File: config.mk
export PLATFORM = sky130hd
export DESIGN_NAME = cps_sequencer
export DESIGN_NICKNAME = d
export VERILOG_FILES = /design/src/rtl/cps_pkg.sv /design/src/rtl/cps_sequencer.sv /design/src/rtl/cps_timer.sv
export SDC_FILE = /design/constraint.sdc
export NUM_CORES = 1
export LEC_CHECK = 0
export ABC_AREA = 1
export BUFFER_PORTS_ARGS = -buffer_cell sky130_fd_sc_hd__buf_2
export CORE_UTILIZATION = 55
export CTS_BUF_LIST = sky130_fd_sc_hd__clkbuf_8 sky130_fd_sc_hd__clkbuf_16
export CTS_CLUSTER_SIZE = 30
export DETAILED_ROUTE_END_ITERATION = 8
export PLACE_DENSITY = 0.75
export SKIP_LAST_GASP = 1
export SLEW_MARGIN = 20
export SYNTH_ARGS = -nofsm -noshare
export SYNTH_HDL_FRONTEND = slang
export SYNTH_SLANG_ARGS = --single-unit
File: constraint.sdc
create_clock -name pclk -period 2.5 [get_ports pclk]
set_input_delay 0.25 -clock pclk [delete_from_list [all_inputs] [get_ports pclk]]
set_output_delay 0.25 -clock pclk [all_outputs]
set_load 0.02 [all_outputs]
File: src/rtl/cps_pkg.sv
package cps_pkg;

  ////////////////////////////////////////////////////////////////////////////
  // Clock and timing figures
  localparam int unsigned CLK_HZ = 25_000_000;
  localparam int unsigned CYC_PER_MS = CLK_HZ / 1000;
  localparam int unsigned REG_WAIT_MS = 220;
  localparam int unsigned QUAL_MS = 30;
  localparam int unsigned RETRY_MS = 2000;
  localparam int unsigned OVP_DEGLITCH_NS = 1000;
  localparam int unsigned OVP_CYC =
    (OVP_DEGLITCH_NS * (CLK_HZ / 1_000_000) + 999) / 1000;
  localparam int unsigned PUMP_LONG_MIN_MS = 240;
  localparam int unsigned PUMP_LONG_MAX_MS = 360;
  localparam int unsigned PUMP_SHORT_MIN_MS = 70;
  localparam int unsigned PUMP_SHORT_MAX_MS = 130;
  localparam int unsigned PUMP_STOP_MIN_MS = 430;
  localparam int unsigned PUMP_STOP_MAX_MS = 570;
  localparam int unsigned PUMP_DLY_MIN_MS = 80;
  localparam int unsigned PUMP_DLY_MAX_MS = 225;
  localparam int unsigned SHIP_MIN_MS = 900;
  localparam int unsigned SHIP_MAX_MS = 1300;
  localparam int unsigned FULL_RST_MIN_MS = 16_000;
  localparam int unsigned FULL_RST_MAX_MS = 23_000;
  localparam int unsigned BATOFF_MIN_MS = 250;
  localparam int unsigned BATOFF_MAX_MS = 400;
  localparam logic [7:0] EVT_W_CYC = 8'h08;

  ////////////////////////////////////////////////////////////////////////////
  // Register map, fields and reset values
  localparam logic [7:0] ADDR_CTRL = 8'h00;
  localparam logic [7:0] ADDR_EXTERNAL_CURRENT_LIMIT_PIN = 8'h04;
  localparam logic [7:0] ADDR_STATUS = 8'h08;
  localparam logic [7:0] ADDR_PUMP = 8'h0C;
  localparam logic [7:0] ADDR_ADC0 = 8'h10;
  localparam logic [7:0] ADDR_ADC1 = 8'h14;
  localparam logic [7:0] ADDR_APPLIED = 8'h18;
  localparam int unsigned CTRL_AUTO = 0;
  localparam int unsigned CTRL_FORCE = 1;
  localparam int unsigned CTRL_HIZ = 2;
  localparam int unsigned CTRL_CHG = 3;
  localparam logic [3:0] CTRL_RST = 4'h9;
  localparam logic [5:0] EXTERNAL_CURRENT_LIMIT_PIN_200MA = 6'h02;
  localparam logic [5:0] EXTERNAL_CURRENT_LIMIT_PIN_500MA = 6'h08;
  localparam logic [5:0] EXTERNAL_CURRENT_LIMIT_PIN_3250MA = 6'h3F;
  localparam logic [5:0] EXTERNAL_CURRENT_LIMIT_PIN_RST = 6'h08;
  localparam logic [2:0] TYPE_NONE = 3'h0;
  localparam logic [2:0] TYPE_SDP = 3'h1;
  localparam logic [2:0] TYPE_DCP = 3'h2;
  localparam logic [1:0] PUMP_LONG = 2'h1;
  localparam logic [1:0] PUMP_SHORT = 2'h2;
  localparam logic [1:0] PUMP_STOP = 2'h3;

  ////////////////////////////////////////////////////////////////////////////
  // Converter code scaling
  localparam logic [15:0] BAT_OFS_MV = 16'h0900;
  localparam logic [15:0] BAT_STEP_MV = 16'h0014;
  localparam logic [15:0] VBUS_OFS_MV = 16'h0A28;
  localparam logic [15:0] VBUS_STEP_MV = 16'h0064;
  localparam logic [15:0] ICHG_STEP_MA = 16'h0032;

  ////////////////////////////////////////////////////////////////////////////
  // Types
  typedef enum logic [6:0] {
    ST_HIZ = 7'h01,
    ST_WAIT = 7'h02,
    ST_QUAL = 7'h04,
    ST_RETRY = 7'h08,
    ST_DETECT = 7'h10,
    ST_VLIM = 7'h20,
    ST_RUN = 7'h40
  } cps_state_t;

  typedef struct packed {
    logic vbus_above_uvlo;
    logic vbus_above_bat_sleep;
    logic boost_mode;
    logic vbus_below_ov;
    logic vbus_above_min;
    logic bat_above_dpl;
    logic bat_ocp;
    logic bat_ovp;
    logic sys_below_2v2;
  } cps_sense_t;

  typedef struct packed {
    logic [6:0] bat;
    logic [6:0] sys;
    logic [6:0] ichg;
    logic [6:0] vbus;
  } cps_adc_t;

endpackage : cps_pkg

File: src/rtl/cps_sequencer.sv
// How it works
// - Reset restores every register, bus then ready
// - Battery only: switch closed, regulator off
// - Overcurrent opens switch, sets off flag
// - Regulator, qualify, detect, voltage limit, converter
// - Detection and limit precede converter start
// - Regulator after input valid plus 220 ms
// - Any condition missing: stay off, battery feeds
// - Qualify below overvoltage, above minimum under load
// - Pass sets input good, pulses event
// - Failed qualification retried every 2 s
// - Detection updates limit, power good, event
// - Applied limit is minimum of setting, pin
// - Detection disabled keeps limit, type, status
// - Select high 500 mA/001, low 3.25 A/010
// - Force bit reruns detection, clears when done
// - Overvoltage held 1 us stops charging
// - Current pulses timed within their windows
// - Battery, system codes: 2.304 V + 20 mV
// - Charge 50 mA steps; input 2.6 V + 100 mV
// - Wake held about a second exits ship mode
// - Wake held about 19.5 s: reset, switch open
// - Voltage limit set pulses event
// - System below 2.2 V caps at 200 mA
//
// The register addresses and the APB register port were decided locally.
`timescale 1ns/1ns
module cps_sequencer
  import cps_pkg::*;
#(
  parameter int unsigned REG_WAIT_CYC = REG_WAIT_MS * CYC_PER_MS,
  parameter int unsigned QUAL_CYC = QUAL_MS * CYC_PER_MS,
  parameter int unsigned RETRY_CYC = RETRY_MS * CYC_PER_MS,
  parameter int unsigned PUMP_LONG_CYC =
    (PUMP_LONG_MIN_MS + PUMP_LONG_MAX_MS) / 2 * CYC_PER_MS,
  parameter int unsigned PUMP_SHORT_CYC =
    (PUMP_SHORT_MIN_MS + PUMP_SHORT_MAX_MS) / 2 * CYC_PER_MS,
  parameter int unsigned PUMP_STOP_CYC =
    (PUMP_STOP_MIN_MS + PUMP_STOP_MAX_MS) / 2 * CYC_PER_MS,
  parameter int unsigned PUMP_DLY_CYC =
    (PUMP_DLY_MIN_MS + PUMP_DLY_MAX_MS) / 2 * CYC_PER_MS,
  parameter int unsigned SHIP_CYC =
    (SHIP_MIN_MS + SHIP_MAX_MS) / 2 * CYC_PER_MS,
  parameter int unsigned FULL_RST_CYC =
    (FULL_RST_MIN_MS + FULL_RST_MAX_MS) / 2 * CYC_PER_MS,
  parameter int unsigned BATOFF_CYC =
    (BATOFF_MIN_MS + BATOFF_MAX_MS) / 2 * CYC_PER_MS
) (
  input wire logic pclk,
  input wire logic presetn,
  input wire logic psel,
  input wire logic penable,
  input wire logic pwrite,
  input wire logic [7:0] paddr,
  input wire logic [31:0] pwdata,
  output logic [31:0] prdata,
  output logic pready,
  output logic pslverr,
  input wire cps_sense_t sense,
  input wire cps_adc_t adc,
  input wire logic source_select_pin,
  input wire logic [5:0] external_current_limit_pin,
  input wire logic wake_button_input_n,
  output logic internal_regulator_en,
  output logic test_load_en,
  output logic converter_en,
  output logic charge_en,
  output logic battery_switch_on,
  output logic power_good_pin_n,
  output logic event_n,
  output logic adapter_current_pulse,
  output logic system_reset,
  output logic [5:0] applied_limit
);

  if (PUMP_SHORT_CYC < 1 || PUMP_LONG_CYC < 1 || PUMP_STOP_CYC < 1 ||
      PUMP_DLY_CYC < 1) begin : g_chk
    $error("cps_sequencer: pulse times below one cycle");
  end

  cps_state_t state;
  cps_state_t next_state;
  logic auto_source_detect_enable;
  logic force_source_redetect;
  logic high_impedance_request;
  logic charge_enable;
  logic [5:0] input_current_limit_setting;
  logic [2:0] source_type_code;
  logic detection_status_bit;
  logic input_good_flag;
  logic power_good_flag;
  logic battery_switch_off_flag;
  logic next_off_flag;
  logic vbus_ok;
  logic hiz;
  logic qual_ok;
  logic do_detect;
  logic wait_done;
  logic qual_done;
  logic retry_done;
  logic ovp_done;
  logic ship_done;
  logic full_done;
  logic batoff_done;
  logic ship_done_q;
  logic full_done_q;
  logic rst_win;
  logic wr;
  logic wr_ctrl;
  logic evt_qual;
  logic evt_det;
  logic evt_vlim;
  logic [2:0] pending;
  logic [7:0] pulse_cnt;
  logic pump_busy;
  logic [31:0] pump_cnt;
  logic [31:0] pump_tgt;
  logic pump_stop;
  logic [5:0] lim_a;
  logic [31:0] rd_word;
  logic rd_err;

  ////////////////////////////////////////////////////////////////////////////
  // Register bus, zero wait states

  assign pready = 1'b1;
  assign wr = psel && penable && pwrite;
  assign wr_ctrl = wr && (paddr == ADDR_CTRL);

  always_ff @(posedge pclk or negedge presetn) begin
    if (!presetn) begin
      auto_source_detect_enable <= CTRL_RST[CTRL_AUTO];
      high_impedance_request <= CTRL_RST[CTRL_HIZ];
      charge_enable <= CTRL_RST[CTRL_CHG];
    end else if (wr_ctrl) begin
      auto_source_detect_enable <= pwdata[CTRL_AUTO];
      high_impedance_request <= pwdata[CTRL_HIZ];
      charge_enable <= pwdata[CTRL_CHG];
    end
  end

  // Host set wins over the clear at detection end
  always_ff @(posedge pclk or negedge presetn) begin
    if (!presetn) begin
      force_source_redetect <= CTRL_RST[CTRL_FORCE];
    end else begin
      force_source_redetect <= (force_source_redetect && !evt_det) ||
                               (wr_ctrl && pwdata[CTRL_FORCE]);
    end
  end

  function automatic logic [15:0] scale(input logic [6:0] code,
                                        input logic [15:0] ofs,
                                        input logic [15:0] step);
    logic [31:0] prod;
    prod = {25'h0, code} * {16'h0, step};
    return 16'(prod) + ofs;
  endfunction : scale

  always_comb begin
    rd_word = 32'h0;
    rd_err = 1'b0;
    unique case (paddr)
      ADDR_CTRL: rd_word = {28'h0, charge_enable, high_impedance_request,
                            force_source_redetect,
                            auto_source_detect_enable};
      ADDR_EXTERNAL_CURRENT_LIMIT_PIN: rd_word = {26'h0, input_current_limit_setting};
      ADDR_STATUS: rd_word = {16'h0, state, pump_busy, ovp_done,
                              battery_switch_off_flag, detection_status_bit,
                              source_type_code, power_good_flag,
                              input_good_flag};
      ADDR_PUMP: rd_word = {31'h0, pump_busy};
      ADDR_ADC0: rd_word = {scale(adc.sys, BAT_OFS_MV, BAT_STEP_MV),
                            scale(adc.bat, BAT_OFS_MV, BAT_STEP_MV)};
      ADDR_ADC1: rd_word = {scale(adc.ichg, 16'h0000, ICHG_STEP_MA),
                            scale(adc.vbus, VBUS_OFS_MV,
                                  VBUS_STEP_MV)};
      ADDR_APPLIED: rd_word = {26'h0, applied_limit};
      default: rd_err = 1'b1;
    endcase
  end

  // Read data captured in the setup cycle, stands through access
  always_ff @(posedge pclk or negedge presetn) begin
    if (!presetn) begin
      prdata <= 32'h0;
      pslverr <= 1'b0;
    end else if (psel && !penable) begin
      prdata <= pwrite ? 32'h0 : rd_word;
      pslverr <= rd_err;
    end
  end

  ////////////////////////////////////////////////////////////////////////////
  // Power-up sequence

  assign vbus_ok = sense.vbus_above_uvlo &&
                   (sense.boost_mode ? !sense.vbus_above_bat_sleep
                                     : sense.vbus_above_bat_sleep);
  assign hiz = !vbus_ok || high_impedance_request;
  assign qual_ok = sense.vbus_below_ov && sense.vbus_above_min;
  assign do_detect = auto_source_detect_enable || force_source_redetect;

  cps_timer #(.LIMIT(REG_WAIT_CYC)) u_wait (.pclk(pclk), .presetn(presetn),
    .run(state == ST_WAIT), .done(wait_done));
  cps_timer #(.LIMIT(QUAL_CYC)) u_qual (.pclk(pclk), .presetn(presetn),
    .run(state == ST_QUAL), .done(qual_done));
  cps_timer #(.LIMIT(RETRY_CYC)) u_retry (.pclk(pclk), .presetn(presetn),
    .run(state == ST_RETRY), .done(retry_done));

  always_comb begin
    next_state = state;
    unique case (state)
      ST_HIZ: if (!hiz) next_state = ST_WAIT;
      ST_WAIT: if (wait_done) next_state = ST_QUAL;
      ST_QUAL: if (qual_done) begin
        next_state = qual_ok ? ST_DETECT : ST_RETRY;
      end
      ST_RETRY: if (retry_done) next_state = ST_QUAL;
      ST_DETECT: next_state = ST_VLIM;
      ST_VLIM: next_state = ST_RUN;
      ST_RUN: if (force_source_redetect) next_state = ST_DETECT;
      default: next_state = ST_HIZ;
    endcase
    if (hiz) begin
      next_state = ST_HIZ;
    end
  end

  always_ff @(posedge pclk or negedge presetn) begin
    if (!presetn) begin
      state <= ST_HIZ;
    end else begin
      state <= next_state;
    end
  end

  assign evt_qual = (state == ST_QUAL) && qual_done && qual_ok && !hiz;
  assign evt_det = (state == ST_DETECT) && do_detect && !hiz;
  assign evt_vlim = (state == ST_VLIM) && !hiz;

  always_ff @(posedge pclk or negedge presetn) begin
    if (!presetn) begin
      input_good_flag <= 1'b0;
      power_good_flag <= 1'b0;
    end else if (state == ST_HIZ) begin
      input_good_flag <= 1'b0;
      power_good_flag <= 1'b0;
    end else begin
      if (evt_qual) input_good_flag <= 1'b1;
      if (evt_det) power_good_flag <= 1'b1;
    end
  end

  // Detection result; skipped entirely when not enabled
  always_ff @(posedge pclk or negedge presetn) begin
    if (!presetn) begin
      source_type_code <= TYPE_NONE;
      detection_status_bit <= 1'b0;
    end else if (evt_det) begin
      source_type_code <= source_select_pin ? TYPE_SDP : TYPE_DCP;
      detection_status_bit <= 1'b1;
    end
  end

  // Detection overrides a host write in the same cycle
  always_ff @(posedge pclk or negedge presetn) begin
    if (!presetn) begin
      input_current_limit_setting <= EXTERNAL_CURRENT_LIMIT_PIN_RST;
    end else if (evt_det) begin
      input_current_limit_setting <= source_select_pin ? EXTERNAL_CURRENT_LIMIT_PIN_500MA
                                                       : EXTERNAL_CURRENT_LIMIT_PIN_3250MA;
    end else if (wr && paddr == ADDR_EXTERNAL_CURRENT_LIMIT_PIN) begin
      input_current_limit_setting <= pwdata[5:0];
    end
  end

  always_ff @(posedge pclk or negedge presetn) begin
    if (!presetn) begin
      internal_regulator_en <= 1'b0;
      test_load_en <= 1'b0;
      converter_en <= 1'b0;
      power_good_pin_n <= 1'b1;
    end else begin
      internal_regulator_en <= !(next_state inside {ST_HIZ, ST_WAIT});
      test_load_en <= next_state == ST_QUAL;
      // Drops with the input at once, not one cycle late
      converter_en <= (state == ST_RUN) && !hiz;
      power_good_pin_n <= !power_good_flag;
    end
  end

  ////////////////////////////////////////////////////////////////////////////
  // Current limit and charge stop

  assign lim_a = (input_current_limit_setting < external_current_limit_pin)
                 ? input_current_limit_setting
                 : external_current_limit_pin;

  always_ff @(posedge pclk or negedge presetn) begin
    if (!presetn) begin
      applied_limit <= EXTERNAL_CURRENT_LIMIT_PIN_200MA;
      charge_en <= 1'b0;
    end else begin
      applied_limit <= (sense.sys_below_2v2 && lim_a > EXTERNAL_CURRENT_LIMIT_PIN_200MA)
                       ? EXTERNAL_CURRENT_LIMIT_PIN_200MA : lim_a;
      charge_en <= charge_enable && (state == ST_RUN) && !ovp_done;
    end
  end

  cps_timer #(.LIMIT(OVP_CYC)) u_ovp (.pclk(pclk), .presetn(presetn),
    .run(sense.bat_ovp), .done(ovp_done));

  ////////////////////////////////////////////////////////////////////////////
  // Battery switch, wake button

  cps_timer #(.LIMIT(SHIP_CYC)) u_ship (.pclk(pclk), .presetn(presetn),
    .run(!wake_button_input_n), .done(ship_done));
  cps_timer #(.LIMIT(FULL_RST_CYC)) u_full (.pclk(pclk), .presetn(presetn),
    .run(!wake_button_input_n), .done(full_done));
  cps_timer #(.LIMIT(BATOFF_CYC)) u_batoff (.pclk(pclk), .presetn(presetn),
    .run(rst_win), .done(batoff_done));

  // Overcurrent set wins over attach or wake clear
  assign next_off_flag = sense.bat_ocp ||
                         (battery_switch_off_flag && !sense.vbus_above_uvlo &&
                          !(ship_done && !ship_done_q));

  always_ff @(posedge pclk or negedge presetn) begin
    if (!presetn) begin
      battery_switch_off_flag <= 1'b0;
      ship_done_q <= 1'b0;
      full_done_q <= 1'b0;
      rst_win <= 1'b0;
    end else begin
      battery_switch_off_flag <= next_off_flag;
      ship_done_q <= ship_done;
      full_done_q <= full_done;
      if (full_done && !full_done_q) begin
        rst_win <= 1'b1;
      end else if (batoff_done) begin
        rst_win <= 1'b0;
      end
    end
  end

  always_ff @(posedge pclk or negedge presetn) begin
    if (!presetn) begin
      battery_switch_on <= 1'b0;
      system_reset <= 1'b0;
    end else begin
      battery_switch_on <= sense.bat_above_dpl && !next_off_flag &&
                           !rst_win;
      system_reset <= rst_win;
    end
  end

  ////////////////////////////////////////////////////////////////////////////
  // Event pulses: queued, fixed width, gap equal to width

  always_ff @(posedge pclk or negedge presetn) begin
    if (!presetn) begin
      pending <= 3'h0;
      pulse_cnt <= 8'h00;
      event_n <= 1'b1;
    end else begin
      pending <= pending + 3'(evt_qual || evt_det || evt_vlim) -
                 3'(pulse_cnt == 8'h00 && pending != 3'h0);
      if (pulse_cnt != 8'h00) begin
        pulse_cnt <= pulse_cnt - 8'h01;
        if (pulse_cnt == EVT_W_CYC) event_n <= 1'b1;
      end else if (pending != 3'h0) begin
        pulse_cnt <= 8'((EVT_W_CYC << 1) - 8'h01);
        event_n <= 1'b0;
      end
    end
  end

  ////////////////////////////////////////////////////////////////////////////
  // Adapter current pulses; a request while busy is ignored

  always_ff @(posedge pclk or negedge presetn) begin
    if (!presetn) begin
      pump_busy <= 1'b0;
      adapter_current_pulse <= 1'b0;
      pump_cnt <= 32'h0;
      pump_tgt <= 32'h0;
      pump_stop <= 1'b0;
    end else if (!pump_busy) begin
      if (wr && paddr == ADDR_PUMP && pwdata[1:0] != 2'h0) begin
        pump_busy <= 1'b1;
        adapter_current_pulse <= 1'b1;
        pump_cnt <= 32'h1;
        pump_stop <= pwdata[1:0] == PUMP_STOP;
        unique case (pwdata[1:0])
          PUMP_LONG: pump_tgt <= PUMP_LONG_CYC;
          PUMP_SHORT: pump_tgt <= PUMP_SHORT_CYC;
          default: pump_tgt <= PUMP_STOP_CYC;
        endcase
      end
    end else if (pump_cnt != pump_tgt) begin
      pump_cnt <= pump_cnt + 32'h1;
    end else if (adapter_current_pulse) begin
      adapter_current_pulse <= 1'b0;
      pump_cnt <= 32'h1;
      pump_tgt <= pump_stop ? PUMP_DLY_CYC : PUMP_SHORT_CYC;
    end else begin
      pump_busy <= 1'b0;
    end
  end

  ////////////////////////////////////////////////////////////////////////////
  // Checks

  logic [7:0] ovp_run;
  localparam int OVP_CHK = OVP_CYC;

  always_ff @(posedge pclk or negedge presetn) begin
    if (!presetn) begin
      ovp_run <= 8'h00;
    end else if (!sense.bat_ovp) begin
      ovp_run <= 8'h00;
    end else if (ovp_run != 8'hFF) begin
      ovp_run <= ovp_run + 8'h01;
    end
  end
endmodule : cps_sequencer

File: src/rtl/cps_timer.sv
`timescale 1ns/1ns
module cps_timer #(
  parameter int unsigned LIMIT = 1
) (
  input wire logic pclk,
  input wire logic presetn,
  input wire logic run,
  output logic done
);

  logic [31:0] cnt;

  if (LIMIT < 1) begin : g_chk
    $error("cps_timer: LIMIT below one cycle");
  end

  // Restarts whenever run drops, so a broken condition starts over
  always_ff @(posedge pclk or negedge presetn) begin
    if (!presetn) begin
      cnt <= '0;
    end else if (!run) begin
      cnt <= '0;
    end else if (cnt != LIMIT) begin
      cnt <= cnt + 32'h1;
    end
  end

  assign done = run && (cnt == LIMIT);

endmodule : cps_timer

==> out/metrics.cfg, run 1 <==
[logic_synthesis]
yosys-top-cells-area = dfrtp_1 37%, nand2_1 14%, nor2_1 7.4%
synthesis.instances = 3295
syn_area_um2 = 23200
async_reset_ff_frac = 1.00
ys_types = 57
ys_ff_latch = 350
synth_edf_count = 0
synth.avg_cell_area_um2 = 7.04
ys_warn_count = 0
ys.flop_type = dfrtp_1
yosysTopAreaCell = dfrtp_1
yosysTopAreaCellShare = 0.370
synth-seq-area-share = 0.378

[clock_tree]
clock_latency_ns = 0.57
cts_sinks = 350
cts-root-buf = clkbuf_16
htree_num_levels = 2
cts_tree = built
numCtsBuffers = 41
clk_path_buf_depth = 3
clk_pin_slew_worst_paths_ns = 0.06

[floorplan]
core_region_area_um2 = 41200
dieArea_um2 = 43000
fp-row-count = 74
die_x_um = 207
start_util = 0.563
die_h_um = 207
ioPinCount = 139

[drt]
vias = 22400
routed_wl_mm = 62.2
first_pass_iters = 6
viasPerCell = 5.51
drt_iter0_markers = 1914
wl_per_cell_um = 15.3
ant_nets = 0
drc = 0

[pwr]
peakVddDrop_v = 0.000446
total_power_w = 0.0160
leakage_nw = 12.9
p_per_area_nw_per_um2 = 601

[sta]
tightest_slew_ns = 0.562
final_max_slew_viol_count = 0
rsz0062_at_grt = true
max-slew-margin-rel = 0.622
min_period_over_period = 0.982
timing.fmax_mhz = 407
period_needed_ns = 2.46
hold_viol_final = 0
skew_ns = 0.0100
setup-tns-final_ns = 0
finalSetupViolCount = 0

[finish]
n_antenna_cell = 0
layout_common_cells = 864 x nand2_1, 450 x nor2_1, 426 x inv_1
nFillCells = 3622
area_growth_pct = 14.9
drive_above_1_share = 0.115
finish.utilization = 0.647
final_common_cell = nand2_1
num-nets-final = 3705

[global_routing]
grtUsageTotal = 0.292
use_met1 = 0.404
grt_overflow = 0
grt_pass1_vias = 21800
grt_max_degree = 72
met2_usage = 0.482
antenna_found_initial = 0
grt_pass1_wl_mm = 105
met3_usage = 0.0396
busiest_layer = met2

[min_path]
hp-class = in -> reg

[setup_path]
path_max_fanout = 2
crit_path_start_kind = register
path_class = reg -> reg
arrival_ns = 2.91
end_kind = register
crit_required_ns = 2.96

[placement]
place_hpwl_mm = 47.1
place_congestion = 0.956
numPortBuffers = 107

[flow_run]
maxCapViolations = 0

[status]
status = finished, final reports clean

## synthesized netlist by cell type (2+ instances only)
library cell    n
dfrtp_1       343
or2_1           2
nand4_2         3
nand3_1       223
buf_4           8
conb_1          2
nor3b_1         4
nand2_1       864
dfstp_2         7
o21a_1          8
clkbuf_1       23
buf_6           4
fa_1            7
nand3b_1       11
nor2_2         26
ha_1          103
nand3_2        11
a21oi_1       124
nor3_1        136
inv_2          18
clkinv_1        4
nand2_2        16
a31oi_1        11
nor2_4          9
o211ai_1        8
inv_1         427
o21ai_0       114
and3_1          3
nor3_2         12
buf_2          15
a21boi_0        6
xor2_1         65
a22oi_1         2
nand4_1       123
nor2_1        455
a21o_1          5
a211oi_1        5
or2_2           8
nor4_1         33
xnor2_1        24
o21ai_1         7
## what timing repair did
action | 4_1_cts | 5_1_grt
setup buffers | 1 | 4
endpoints found under the hold margin | 65 | 0
setup endpoints to repair | 2 | 8
pin swaps | 1 | 9
resized for setup | 1 | 27
hold buffers | 18 | 0
## logic make-up (layout without fill, tap and decap cells)
logic type	count (synthesis)	after routing	share of synthesized area
buffers and inverters	500	738	0.0843
muxes	2	2	0.000971
AOI/OAI and AO/OA	298	298	0.0701
and+or+nand+nor	1944	1944	0.371
other	2	5	0.000324
adders and majority gates	110	110	0.0616
xor gates and xnor gates	89	89	0.0336
DFF	350	350	0.378
## worst max-delay path, stage by stage, from the launching register on
cell and delay (ns):
dfrtp_1 0.40, inv_2 0.09, ha_4 0.13, nand3_2 0.08
nor2_2 0.08, nand2_1 0.06, nor2_2 0.14, nand4_1 0.13
o211ai_1 0.12, inv_1 0.11, ha_4 0.26, inv_4 0.05
ha_4 0.11, inv_2 0.03, fa_2 0.52, inv_2 0.03
## layer usage
layer	vias to the layer above	share of wire
met5	-	0
met4	0	0.023
met3	112	0.059
met2	718	0.46
met1	10500	0.46
li1	11100	-
## flip-flops by register name, summed over array words and instances (netlist names), 2 cells and up
name	cells
pump_cnt	32
u_batoff.cnt	32
u_full.cnt	32
u_ovp.cnt	32
u_qual.cnt	32
u_retry.cnt	32
u_ship.cnt	32
u_wait.cnt	32
prdata	28
pump_tgt	11
pulse_cnt	8
state	7
applied_limit	6
input_current_limit_setting	6
pending	3
source_type_code	2
## final cells by class
class / count / area [µm²] / share of cell area
Timing Repair Buffer: 215 / 1460 / 0.0549
Clock inverter: 23 / 295 / 0.0111
Clock buffer: 51 / 1190 / 0.0445
Inverter: 449 / 1690 / 0.0633
Multi-Input combinational cell: 2448 / 12600 / 0.472
Tap cell: 532 / 666 / 0.0250
Sequential cell: 350 / 8770 / 0.329
## final timing paths
| check | from | endpoint | slack [ns] | cells past startpoint |
|---|---|---|---|---|
| min reg2reg | power_good_flag$_DFFE_PN0P_ | power_good_pin_n$_DFF_PN1_ | 0.43 | 1 |
| min in group asynchronous | presetn | prdata[17]$_DFFE_PN0P_ | 0.18 | 2 |
| min | pwrite | prdata[5]$_DFFE_PN0P_ | 0.04 | 4 |
| max reg2reg | u_qual.cnt[0]$_DFFE_PN0N_ | pending[1]$_DFF_PN0_ | 0.04 | 15 |
| max in group asynchronous | presetn | pump_cnt[31]$_DFFE_PN0P_ | 1.52 | 3 |
| max | u_qual.cnt[0]$_DFFE_PN0N_ | pending[1]$_DFF_PN0_ | 0.04 | 15 |
## power breakdown
part	switching, W	internal [W]
Sequential	0.000518	0.00603
Combinational	0.00183	0.00110
Clock	0.00247	0.00407
Total	0.00483	0.0112
## stage by stage
| step | setup WS [ns] | cell area, µm² | instances | hold WS, ns |
|---|---|---|---|---|
| floorplan | 0.0139 | 23200 | 3298 | -0.0456 |
| global placement | -0.241 | 24900 | 3971 | 0.202 |
| detailed placement | -0.348 | 24900 | 3971 | 0.199 |
| CTS | -0.00770 | 26500 | 4064 | 0.00641 |
| global route | -0.0779 | 26700 | 4068 | 0.0603 |
| finish | 0.0447 | 26700 | 4068 | 0.0382 |
No activity file was read; power rests on OpenSTA's default activity.
==> run 2, diff against run 1 <==
CORE_ASPECT_RATIO = 2   (was not set)
CORE_MARGIN = 2   (was not set)
==> run 2 against run 1 <==
Against the previous run: final cell count barely moved; die area rose by 2.2%; clock-buffer cell count fell by 7; total power fell by 6.5%; setup slack improved by 0.0084 ns; largest power group is now sequential cells.
==> out/metrics.cfg, run 2 (same netlist as run 1, synthesis figures left out) <==
[drt]
met3_length_mm = 2.34  ; -36%
drt-met1-wl_mm = 24.7  ; -13%
wl_per_cell_um = 16.7  ; +9.1%
vias = 22500  ; +0.48%
ant_nets = 0  ; unchanged
top_layer_used = met4
drt_iter0_markers = 1161  ; -39%
routed_wl_mm = 67.8  ; +9.0%
route.met2.wl_mm = 36.5  ; +27%
drc = 0  ; unchanged
viasPerCell = 5.54  ; +0.56%
first_pass_iters = 7  ; +1

[global_routing]
grt_pass1_wl_mm = 111  ; +5.4%
grt_overflow = 0  ; unchanged
grt_pass1_vias = 23000  ; +5.4%
grt_max_degree = 74  ; +2.8%
grtUsageTotal = 0.311  ; +0.0186
antenna_found_initial = 0  ; unchanged

[sta]
rsz0062_at_grt = true
period_needed_ns = 2.45  ; -0.00836 ns
final_max_slew_viol_count = 0  ; unchanged
timing.fmax_mhz = 409  ; +0.34%
skew_ns = 0.0183  ; +0.00832 ns
tightest_slew_ns = 0.771  ; +0.209 ns
hold_viol_final = 0  ; unchanged
max-slew-margin-rel = 0.482  ; -0.140
min_period_over_period = 0.979  ; -0.00334
finalSetupViolCount = 0  ; unchanged

[finish]
multi_input_area_um2 = 12600  ; -0.18%
nFillCells = 3847  ; +6.2%
final_area_um2 = 26300  ; -1.3%
final_common_cell = nand2_1
drive_above_1_share = 0.114  ; -0.000178
num-nets-final = 3698  ; -0.19%
area_growth_pct = 13.5
seq_area_um2 = 8770  ; unchanged
layout_common_cells = 862 x nand2_1, 449 x nor2_1, 425 x inv_1
finish.utilization = 0.630  ; -0.0169

[setup_path]
arrival_ns = 2.86  ; -0.05 ns
crit_family = adder cells
worstPathCellList = dlygate4sd3_1 -> buf_2 -> ha_1 -> ha_1 -> ha_1 -> inv_1 -> fa_1 -> inv_1 -> a21oi_1 -> o21ai_0 -> xnor2_1 -> o211ai_1
crit_path_start_kind = primary input
cp_common_cell = ha_1
path_max_fanout = 3  ; +1
cp_slowest_cell = dlygate4sd3_1
path_class = in -> reg
critPathBufInv = 4  ; -1
cpPeakStageDelay_ns = 0.54  ; +0.02 ns
crit_required_ns = 2.91  ; -0.05 ns
end_kind = register

[placement]
numPortBuffers = 107  ; unchanged
place_hpwl_mm = 53.0  ; +12%
place_congestion = 1.00  ; +4.5%
placedInstanceArea_um2 = 25000  ; +0.38%

[clock_tree]
cts_tree = built
clock_latency_ns = 0.53  ; -0.04 ns
cts_sinks = 350  ; unchanged
htree_num_levels = 2  ; unchanged
clk_pin_slew_worst_paths_ns = 0.07  ; about the same
clk_path_buf_depth = 3  ; unchanged
numCtsBuffers = 35  ; -15%
cts-root-buf = clkbuf_16

[floorplan]
dieArea_um2 = 43900  ; +2.2%
start_util = 0.555  ; -0.00776
die_h_um = 294  ; +42%
core_region_area_um2 = 41800  ; +1.4%
fp-row-count = 106  ; +43%
die_x_um = 149  ; -28%
ioPinCount = 139  ; unchanged

[flow_run]
maxCapViolations = 0  ; unchanged

[status]
status = finished, final reports clean

[pwr]
leakage_nw = 12.8  ; -1.1%
p_per_area_nw_per_um2 = 569  ; -5.4%
peakVddDrop_v = 0.000570  ; +28%

[min_path]
hp-class = in -> reg

run 2: power by group:
group	switching (W)	internal [W]
clock network	0.00235	0.00311
registers	0.000502	0.00602
logic	0.00189	0.00111
total	0.00474	0.0102
run 2: timing repair:
item / CTS / global route
setup buffers: 2 / 5
pin swaps: 1 / 11
resized for setup: 2 / 20
endpoints found under the setup margin: 2 / 4
hold endpoints to repair: 91 / 0
hold buffers: 7 / 0
run 2: final timing paths:
kind                                        startpoint                                    endpoint  slack, ns  depth (start not counted)
setup / recovery                                adc[7]                      prdata[25]$_DFFE_PN0P_       0.05                         12
hold / removal                               pwdata[3]  input_current_limit_setting[3]$_DFFE_PN1P_       0.01                          3
setup reg to reg            u_qual.cnt[14]$_DFFE_PN0N_                        pending[1]$_DFF_PN0_       0.08                         15
hold reg to reg            power_good_flag$_DFFE_PN0P_                  power_good_pin_n$_DFF_PN1_       0.40                          1
max in group asynchronous                      presetn                  u_full.cnt[13]$_DFFE_PN0N_       1.46                          4
min in group asynchronous                      presetn                      prdata[22]$_DFFE_PN0P_       0.20                          2
run 2: cell type report:
| type | count | area share |
|---|---|---|
| inverters | 449 | 0.0640 |
| multi-input cells | 2448 | 0.477 |
| clock inverters | 19 | 0.00561 |
| diodes | 1 | 0.0000951 |
| well taps | 540 | 0.0257 |
| clock buffers | 44 | 0.0388 |
| flip-flops and latches | 350 | 0.333 |
| repair buffers | 214 | 0.0552 |
run 2: per-stage QoR:
| step | cells | hold slack [ns] | worst slack, ns | setup TNS (ns) | total power (W) |
|---|---|---|---|---|---|
| after global placement | 3987 | 0.181 | -0.257 | -1.95 | 0.00947 |
| after floorplan | 3298 | -0.0456 | 0.0139 | 0 | 0.00849 |
| after global routing | 4064 | 0.0123 | -0.130 | -0.131 | 0.0158 |
| final | 4065 | 0.0102 | 0.0531 | 0 | 0.0150 |
| after CTS | 4059 | 0.000499 | 0.00473 | 0 | 0.0151 |
| after detailed placement | 3987 | 0.184 | -0.305 | -2.55 | 0.00957 |
run 2: worst reg2reg max path, stage by stage (launching register included):
cell      delay, ns
dfrtp_1        0.36
inv_2          0.05
nor2_2         0.10
nand2_1        0.07
nor2_2         0.19
nand2_2        0.10
nor2_2         0.14
nand4_1        0.11
o211ai_1       0.12
inv_1          0.11
ha_4           0.22
inv_2          0.05
ha_1           0.12
inv_1          0.05
fa_2           0.51
inv_1          0.04
run 2: routing by layer:
metal,track usage,vias up
li1,-,11100
met1,0.321,10500
met2,0.594,646
met3,0.0291,253
met5,0,-
met4,0.186,0
